==> config.mk <==
export PLATFORM = sky130hd
export DESIGN_NAME = telecom_bus_line_input_select
export DESIGN_NICKNAME = d
export VERILOG_FILES = /design/src/line_sel_pkg.sv /design/src/stream_if.sv /design/src/telecom_bus_line_input_select.sv /design/src/stream_fifo.sv
export SDC_FILE = /design/constraint.sdc
export NUM_CORES = 1
export LEC_CHECK = 0
export BUFFER_PORTS_ARGS = -buffer_cell sky130_fd_sc_hd__buf_2
export CAP_MARGIN = 20
export CORE_UTILIZATION = 50
export CTS_BUF_LIST = sky130_fd_sc_hd__clkbuf_4 sky130_fd_sc_hd__clkbuf_8 sky130_fd_sc_hd__clkbuf_16
export DETAILED_ROUTE_END_ITERATION = 7
export PLACE_DENSITY = 0.67
export REMOVE_ABC_BUFFERS = 1
export SLEW_MARGIN = 0
export SYNTH_ARGS = -nofsm -noshare
export SYNTH_HDL_FRONTEND = slang
export SYNTH_SLANG_ARGS = --single-unit
==> constraint.sdc <==
create_clock -name i_clk_sys -period 3.4 [get_ports i_clk_sys]
set_input_delay 0.51 -clock i_clk_sys [delete_from_list [all_inputs] [get_ports i_clk_sys]]
set_output_delay 0.51 -clock i_clk_sys [all_outputs]
set_load 0.05 [all_outputs]
==> src/line_sel_pkg.sv <==
// constants, field layout and types shared by the line input select block
package line_sel_pkg;

    // ------------------------------------------------------------
    // register map
    // ------------------------------------------------------------
    localparam logic [15:0] ICTL2_ADDR      = 16'h0139;
    localparam logic [15:0] STATUS_ADDR     = 16'h0140;
    localparam logic [15:0] LCV_COUNT_ADDR  = 16'h0141;

    // ------------------------------------------------------------
    // interface control fields and reset values
    // ------------------------------------------------------------
    localparam int          CTL_BUS_EN_BIT    = 0;
    localparam int          CTL_PAR_ALL_BIT   = 1;
    localparam int          CTL_PAR_ODD_BIT   = 2;
    localparam int          CTL_EDGE_FALL_BIT = 3;
    localparam int          CTL_MODE_LSB      = 4;
    localparam logic [7:0]  CTL_RESET         = 8'h00;

    // ------------------------------------------------------------
    // status fields, write one to clear
    // ------------------------------------------------------------
    localparam int          STS_PERR_BIT = 0;
    localparam int          STS_AIS_BIT  = 1;
    localparam int          STS_OVF_BIT  = 2;
    localparam logic [7:0]  LCV_RESET    = 8'h00;
    localparam logic [7:0]  LCV_MAX      = 8'hFF;

    // ------------------------------------------------------------
    // stream buffer shape
    // ------------------------------------------------------------
    localparam int          FIFO_WIDTH = 10;
    localparam int          FIFO_DEPTH = 32;

    typedef enum logic [1:0] {
        MODE_STS1,
        MODE_DS3_SINGLE,
        MODE_DS3_DUAL,
        MODE_RESERVED
    } line_mode_e;

endpackage

==> src/stream_if.sv <==
// valid/ready carrier between the selector and its buffer
`timescale 1ns/1ps
interface stream_if #(parameter int W = 10);
    logic         valid;
    logic         ready;
    logic [W-1:0] data;

    modport src (output valid, output data, input ready);
    modport snk (input valid, input data, output ready);
endinterface

==> src/telecom_bus_line_input_select.sv <==
// shared pin steering between telecom bus inputs and line interface receive inputs
//
// Summary of operation
// - bus enabled: pin is parity, else positive data
// - parity always covers the eight data bits
// - parity option adds payload and frame marker
// - coverage and sense set at 0x0139
// - positive data sampled on selected clock edge
// - alarm pulse declares path AIS defect
// - alarm pin role follows line mode
// - single rail: pin counts line code violations
`timescale 1ns/1ps
module telecom_bus_line_input_select
    import line_sel_pkg::*;
(
    // clock and reset
    input  wire logic                  i_clk_sys,
    input  wire logic                  i_srst,
    // register port
    input  wire logic [15:0]           i_reg_addr,
    input  wire logic                  i_reg_wr,
    input  wire logic                  i_reg_rd,
    input  wire logic [7:0]            i_reg_wdata,
    output logic      [7:0]            o_reg_rdata,
    // shared pins
    input  wire logic                  i_line_rx_clock,
    input  wire logic [7:0]            i_bus_data_in,
    input  wire logic                  i_payload_indicator_in,
    input  wire logic                  i_frame_marker_in,
    input  wire logic                  i_bus_parity_in,
    input  wire logic                  i_bus_alarm_in,
    // received stream
    output logic                       o_rx_valid,
    output logic      [FIFO_WIDTH-1:0] o_rx_data,
    input  wire logic                  i_rx_ready,
    // events and state
    output logic                       o_parity_err,
    output logic                       o_lcv_event,
    output logic                       o_path_ais
);
    // ------------------------------------------------------------
    // state
    // ------------------------------------------------------------
    typedef struct packed {
        logic                  ck1;
        logic                  ck2;
        logic                  ck3;
        logic [11:0]           pin1;
        logic [11:0]           pin2;
        logic [7:0]            ctl_r;
        logic                  perr_r;
        logic                  ais_r;
        logic                  ovf_r;
        logic [7:0]            lcv_cnt_r;
        logic                  parity_err_r;
        logic                  lcv_ev_r;
        logic [7:0]            rdata_r;
        logic                  out_valid_r;
        logic [FIFO_WIDTH-1:0] out_data_r;
    } sel_s;

    sel_s        q;
    sel_s        n;
    logic        strobe;
    logic        bus_en;
    logic        par_all;
    logic        par_odd;
    logic        edge_fall;
    line_mode_e  mode;
    logic [7:0]  d;
    logic        pl;
    logic        fm;
    logic        par;
    logic        alm;
    logic        par_exp;
    logic        wr_sts;
    logic [7:0]  clr;

    stream_if #(.W(FIFO_WIDTH)) push_if ();
    stream_if #(.W(FIFO_WIDTH)) pop_if ();

    stream_fifo #(
        .WIDTH (FIFO_WIDTH),
        .DEPTH (FIFO_DEPTH)
    ) u_fifo (
        .i_clk_sys (i_clk_sys),
        .i_srst    (i_srst),
        .push      (push_if.snk),
        .pop       (pop_if.src)
    );

    // ------------------------------------------------------------
    // configuration decode
    // ------------------------------------------------------------
    assign bus_en    = q.ctl_r[CTL_BUS_EN_BIT];
    assign par_all   = q.ctl_r[CTL_PAR_ALL_BIT];
    assign par_odd   = q.ctl_r[CTL_PAR_ODD_BIT];
    assign edge_fall = q.ctl_r[CTL_EDGE_FALL_BIT];
    assign mode      = line_mode_e'(q.ctl_r[CTL_MODE_LSB +: 2]);
    assign d         = q.pin2[11:4];
    assign pl        = q.pin2[3];
    assign fm        = q.pin2[2];
    assign par       = q.pin2[1];
    assign alm       = q.pin2[0];
    // link clock edge found two flops after the pin
    assign strobe    = edge_fall ? (q.ck3 && !q.ck2) : (q.ck2 && !q.ck3);
    assign par_exp   = (^d) ^ (par_all & (pl ^ fm)) ^ par_odd;

    // ------------------------------------------------------------
    // next state
    // ------------------------------------------------------------
    always_comb begin
        n              = q;
        push_if.valid  = 1'b0;
        push_if.data   = '0;
        pop_if.ready   = !q.out_valid_r || i_rx_ready;
        wr_sts         = i_reg_wr && (i_reg_addr == STATUS_ADDR);
        clr            = wr_sts ? i_reg_wdata : 8'h00;
        n.ck1          = i_line_rx_clock;
        n.ck2          = q.ck1;
        n.ck3          = q.ck2;
        n.pin1         = {i_bus_data_in, i_payload_indicator_in, i_frame_marker_in,
                          i_bus_parity_in, i_bus_alarm_in};
        n.pin2         = q.pin1;
        n.parity_err_r = 1'b0;
        n.lcv_ev_r     = 1'b0;
        n.perr_r       = q.perr_r & ~clr[STS_PERR_BIT];
        n.ais_r        = q.ais_r & ~clr[STS_AIS_BIT];
        n.ovf_r        = q.ovf_r & ~clr[STS_OVF_BIT];
        if (i_reg_wr && (i_reg_addr == ICTL2_ADDR)) begin
            n.ctl_r = i_reg_wdata;
        end
        if (strobe) begin
            push_if.valid = 1'b1;
            if (bus_en) begin
                push_if.data = {pl, fm, d};
                if (par != par_exp) begin
                    n.parity_err_r = 1'b1;
                    n.perr_r       = 1'b1;
                end
                if (alm) begin
                    n.ais_r = 1'b1;
                end
            end else begin
                // positive pin carries all data or its positive part
                push_if.data[1] = par;
                case (mode)
                    MODE_DS3_DUAL: begin
                        push_if.data[0] = alm;
                    end
                    MODE_DS3_SINGLE: begin
                        n.lcv_ev_r = alm;
                        if (alm && (q.lcv_cnt_r != LCV_MAX)) begin
                            n.lcv_cnt_r = q.lcv_cnt_r + 8'h01;
                        end
                    end
                    default: begin
                        // pin is grounded in sts-1 mode, so it is simply ignored
                        push_if.data[0] = 1'b0;
                    end
                endcase
            end
            // the pins cannot be stalled; a full buffer loses the sample
            if (!push_if.ready) begin
                n.ovf_r = 1'b1;
            end
        end
        if (q.out_valid_r && i_rx_ready) begin
            n.out_valid_r = 1'b0;
        end
        if (pop_if.valid && pop_if.ready) begin
            n.out_valid_r = 1'b1;
            n.out_data_r  = pop_if.data;
        end
        if (i_reg_rd) begin
            if (i_reg_addr == ICTL2_ADDR) begin
                n.rdata_r = q.ctl_r;
            end else if (i_reg_addr == STATUS_ADDR) begin
                n.rdata_r = {5'h00, q.ovf_r, q.ais_r, q.perr_r};
            end else if (i_reg_addr == LCV_COUNT_ADDR) begin
                n.rdata_r = q.lcv_cnt_r;
            end else begin
                n.rdata_r = 8'h00;
            end
        end
    end

    always_ff @(posedge i_clk_sys) begin
        if (i_srst) begin
            q           <= '0;
            q.ctl_r     <= CTL_RESET;
            q.lcv_cnt_r <= LCV_RESET;
        end else begin
            q <= n;
        end
    end

    assign o_reg_rdata  = q.rdata_r;
    assign o_rx_valid   = q.out_valid_r;
    assign o_rx_data    = q.out_data_r;
    assign o_parity_err = q.parity_err_r;
    assign o_lcv_event  = q.lcv_ev_r;
    assign o_path_ais   = q.ais_r;
endmodule // telecom_bus_line_input_select

==> src/stream_fifo.sv <==
// flip-flop fifo with valid/ready on both sides
`timescale 1ns/1ps
module stream_fifo #(
    parameter int WIDTH = 10,
    parameter int DEPTH = 32
) (
    // clock and reset
    input wire logic i_clk_sys,
    input wire logic i_srst,
    // fill and drain sides
    stream_if.snk    push,
    stream_if.src    pop
);
    localparam int             AW   = $clog2(DEPTH);
    localparam logic [AW:0]    FULL = (AW+1)'(DEPTH);

    typedef struct packed {
        logic [DEPTH-1:0][WIDTH-1:0] mem;
        logic [AW-1:0]               wr;
        logic [AW-1:0]               rd;
        logic [AW:0]                 cnt;
    } fifo_s;

    fifo_s q;
    fifo_s n;
    logic  do_push;
    logic  do_pop;

    assign push.ready = (q.cnt != FULL);
    assign pop.valid  = (q.cnt != '0);
    assign pop.data   = q.mem[q.rd];

    always_comb begin
        n       = q;
        do_push = push.valid && push.ready;
        do_pop  = pop.valid && pop.ready;
        if (do_push) begin
            n.mem[q.wr] = push.data;
            n.wr        = q.wr + 1'b1;
        end
        if (do_pop) begin
            n.rd = q.rd + 1'b1;
        end
        if (do_push && !do_pop) begin
            n.cnt = q.cnt + 1'b1;
        end else if (!do_push && do_pop) begin
            n.cnt = q.cnt - 1'b1;
        end
    end

    always_ff @(posedge i_clk_sys) begin
        if (i_srst) begin
            q <= '0;
        end else begin
            q <= n;
        end
    end
endmodule // stream_fifo

=== Yosys cells after proc, flatten, opt, wreduce, memory -nomap -nowiden ===
Index checks and enable logic that the tools add are counted.

* Register bits after elaboration: 403
* Latch bits: 0
* Bits in writable memories: 0
* Bits in read-only memories: 0
* Bits of input ports: 42
* Output and inout bits: 22
* Word-level logic and storage cells: 134
* Memories: 0

* $add $sub $neg: 5
* Multiply operators: 0
* Div/mod/pow operators: 0
* Order comparisons: 3
* Equal/unequal tests: 8
* Shift-type cells: 0
* Mux-type cells: 31
* Bitwise logic cells: 13
* Reductions and logical operators: 24

{| class="wikitable"
|+ Operator list
! kind !! count
|-
| $bwmux 320 || 1
|-
| $mux 8 || 7
|-
| $bmux 10 s5 || 1
|-
| $demux 10 s5 || 1
|-
| $eq 16x9->1 const B || 3
|-
| $mux 10 || 3
|-
| $mux 13 || 1
|-
| $lt 5x6->1 const B || 2
|-
| $mux 6 || 2
|-
| $logic_and 1x1->1 || 11
|-
| $mux 1 || 11
|-
| $mux 11 || 1
|-
| $add 5x1->5 const B || 2
|-
| $add 8x1->8 const B || 1
|-
| $ne 8x8->1 const B || 1
|-
| $reduce_xor 8->1 || 1
|-
| $add 6x1->6 const B || 1
|-
| $ne 6x6->1 const B || 1
|-
| $not 1->1 || 6
|-
| $reduce_bool 6->1 || 1
|-
| $sub 6x1->6 const B || 1
|-
| $ge 5x1->1 const B || 1
|-
| $logic_not 1->1 || 5
|-
| $and 1x1->1 || 4
|-
| 11 further kinds || 15
|}

=== Logic depth before layout (Yosys ltp) ===
* Depth in word-level cells: 9
* Depth in mapped cells: 13
* Gate-level depth less buffers: 11

=== Hierarchy ===
From an unflattened synthesis, not the netlist that was laid out.

* Cells, all modules: 1767
* Area total of the unflattened synthesis: 18346.3 sq um

{| class="wikitable"
|+ Modules (own cells, without submodules)
! module !! instances !! cells each !! area an instance (sq um) !! sequential area each (sq um)
|-
| stream_fifo || 1 || 1470 || 15521.1 || 6726.5
|-
| telecom_bus_line_input_select || 1 || 297 || 2825.2 || 1341.3
|}

=== Worst setup path before layout ===
No wires, ideal clock.

* Kind: reg2reg
* From: reg u_fifo.q[1] (netlist name)
* To: reg u_fifo.q[5] (netlist name)
* Setup time: 128 ps
* Arrival: 3033 ps
* Required time: 3272 ps
* Setup slack: 239 ps
* Stages on the path, launching flop included: 14
* Path buffers: 2
* Period minus slack after synthesis: 3161 ps
* Cells stage by stage: dfxtp_1 -> or4_1 -> buf_4 -> o31a_1 -> buf_6 -> clkinv_2 -> ha_1 -> inv_1 -> ha_1 -> or4_1 -> a311o_1 -> o311ai_0 -> xnor2_1 -> nor2_1

* Cells in the longest elaborated chain, start to end: 5
* Elaborated cells on any way between the ends: 13
* Those cells by class: 2 x add/sub; 1 x eq/ne; 2 x mux; 8 x reduce/logical

{| class="wikitable"
|+ RTL lines
! element !! line !! text
|-
| start: declaration || stream_fifo.sv:24 || <nowiki>fifo_s q;</nowiki>
|-
| start signal: assignment || stream_fifo.sv:55 || <nowiki>q <= n;</nowiki>
|-
| branches (longest 5 deep; another with $sub 6x1->6) || - ||
|}

Parallel ways; which one is timed is not known. The select of a mux whose other input is x is not followed.
A chain may end at the register's enable or synchronous reset.

=== Worst setup path after layout ===
Same ends and word-level chain as after synthesis.

==> flow_summary.ini <==
[sta]
maxSlewViolCount = 0
fmax_ghz = 0.319
worst_pin_slew_ns = 0.955
layout_setup_ws_ns = 0.263
fin_crit_ns = 3.14
rsz0062_at_grt = false
final-setup-viol-count = 0
skew_ns = 0.0191
hold_violations = 0
slew-limit-headroom_pct = 36.2
tns_ns = 0
final.period_utilization_pct = 92.3

[status]
outcome = finished clean

[critical_path]
max_stage_delay_ns = 0.55
end_kind = register
worst-endpoint-arrival_ns = 3.54
path_buf_inv = 2
start_kind = register
cpLargestDelayFamily = simple AND/OR/NAND/NOR gates
crit_slowest_cell = or4_1
reg2reg_slack_ns = 0.26
critical_path_required_ns = 3.81
crit_fanout = 6
crit_chain = or4_1, o31a_1, clkinv_2, ha_1, inv_1, ha_1, or4_1, a311o_1, o311ai_0, xnor2_1, nor2_1
crit_type = register to register

[clock_network]
hold_buffers = 0
clock_path_buffers = 3
h-tree-depth = 2
cts_tree = built
cts_root_buf = clkbuf_16
path_clk_slew_ns = 0.06
post_cts_buffers = 0
cts-resized-gates = 0
clock-sinks = 403
numCtsBuffers = 41
clk_latency_ns = 0.54

[logic_synthesis]
ys_types = 68
synth_top_area_share_pct = 46.8
yosysTopAreaCell = dfxtp_1
netlist_instances = 1753
synth.avg_cell_area_um2 = 9.84
yosysMostFrequentCell = dfxtp_1
yosys-top-cells-area = dfxtp_1 47%, nand3_1 9.6%, mux4_2 6.5%
async_flop_share_pct = 0
synth_edf_count = 0
syn_area_um2 = 17200
synth_commonest_cells = 403 x dfxtp_1, 330 x nand3_1, 172 x o21ai_1
synth_flop_cell = dfxtp_1
ys_warn_count = 0
seq_area_frac_synth_pct = 46.8
synth_seq_cells = 403

[detailed_routing]
wl_per_cell_um = 18.8
drtIter0Drc = 1116
final_antenna_net_count = 0
first_pass_iters = 8
via_per_inst = 5.89
drcViolationCount = 0
num_vias = 12800
wirelength_mm = 40.8

[global_route]
antenna_found_initial = 1
grt_pass1_wl_mm = 65.6
grt_overflow = 0
grt_max_degree = 192
grt_use_total_pct = 23.2
grt_pass1_vias = 12000

[power]
p_per_area_nw_per_um2 = 607
ir_worst_vdd_uv = 417
power_leakage_nw = 6.29
swShare_pct = 24.9
pwr-share-comb_pct = 12.4
seqPwrFrac_pct = 43.6
p_total_mw = 11.3
p_switching_mw = 2.82
clockPowerShare_pct = 44.0
p_int_mw = 8.52

[layout]
design_area_um2 = 18700
nNetsFinal = 1741
drive_gt1_share_pct = 19.5
syn_to_final_growth_pct = 8.29
antenna_cells_inserted = 0

[die]
core_area_um2 = 33700
fp-row-count = 67
die_area_um2 = 35200
die_h_um = 188
ioPinCount = 64
die_w_um = 188
start_util_pct = 51.2

[placed_design]
place_ws_ns = 0.274
place_congestion = 0.853
port-buffer-count = 63
dp_hpwl_mm = 25.3
placed_cell_area_um2 = 17100

[hold_path]
min_path_type = input pin to register

[run]
maxCapViolations = 0
## power groups by stage
stage,registers (mW),clock network (mW),logic [mW]
floorplan,5.19,0,0.870
global placement,5.04,0,1.40
detailed placement,5.05,0,1.41
CTS,4.94,5.07,1.41
global route,4.96,5.29,1.51
finish,4.94,4.99,1.41
## logic make-up after synthesis
kind of cell | Yosys count | share of synthesized area (%)
buffers and inverters | 207 | 7.31
xor gates and xnor gates | 29 | 1.47
AOI/OAI and AO/OA | 435 | 16.1
muxes | 126 | 11.0
and+or+nand+nor | 541 | 16.4
adders and majority gates | 12 | 0.914
DFF | 403 | 46.8
## layer usage
metal	track usage, %	vias up	part of all wire, %
met2	37.5	326	46
met3	3.54	86	5.2
li1	-	6278	-
met4	8.97	0	3.5
met5	0	-	0
met1	31.3	6085	45
## cell usage in the layout, fill, tap and decap left out, drive strengths merged, types with 10 or more instances in the layout
cell,n
nand2,38
buf,91
xnor2,21
or2,25
a32o,12
nor2,65
clkbuf,60
ha,11
a22oi,30
nand3,330
dfxtp,403
o21ai,324
mux2i,74
o22ai,17
o2111ai,10
mux4,50
nor2b,31
## metrics by stage
step                      hold WS [ns]  cells  utilization, %
after floorplan                  0.414   1553               -
after global placement           0.423   2092            50.9
after detailed placement         0.423   2092            50.9
after CTS                        0.166   2168            55.4
after global routing             0.180   2168            55.4
final                            0.182   2168            55.4
## registers in the layout (all words and copies together), names as in the netlist, 2 cells and up
| signal | flops |
|---|---|
| u_fifo.q | 336 |
| n | 14 |
| q | 13 |
| o_rx_data | 10 |
| d | 8 |
| o_reg_rdata | 8 |
| mode | 2 |
## layout make-up
| type | instances | area (µm²) |
|---|---|---|
| Fill cell | 2966 | 15000 |
| Sequential cell | 403 | 8070 |
| Multi-Input combinational cell | 1143 | 7920 |
| Clock buffer | 60 | 1270 |
| Tap cell | 448 | 561 |
| Timing Repair Buffer | 91 | 551 |
| Clock inverter | 16 | 262 |
| Inverter | 7 | 35.0 |
## path summary, 6_finish.rpt
kind,start,to,cells past startpoint
setup / recovery,u_fifo.q[1],u_fifo.q[5],11
setup reg to reg,u_fifo.q[1],u_fifo.q[5],11
hold reg to reg,n[50],d[6],1
hold / removal,i_bus_data_in[1],n[45],2
Power figures use the tool's default switching activity.
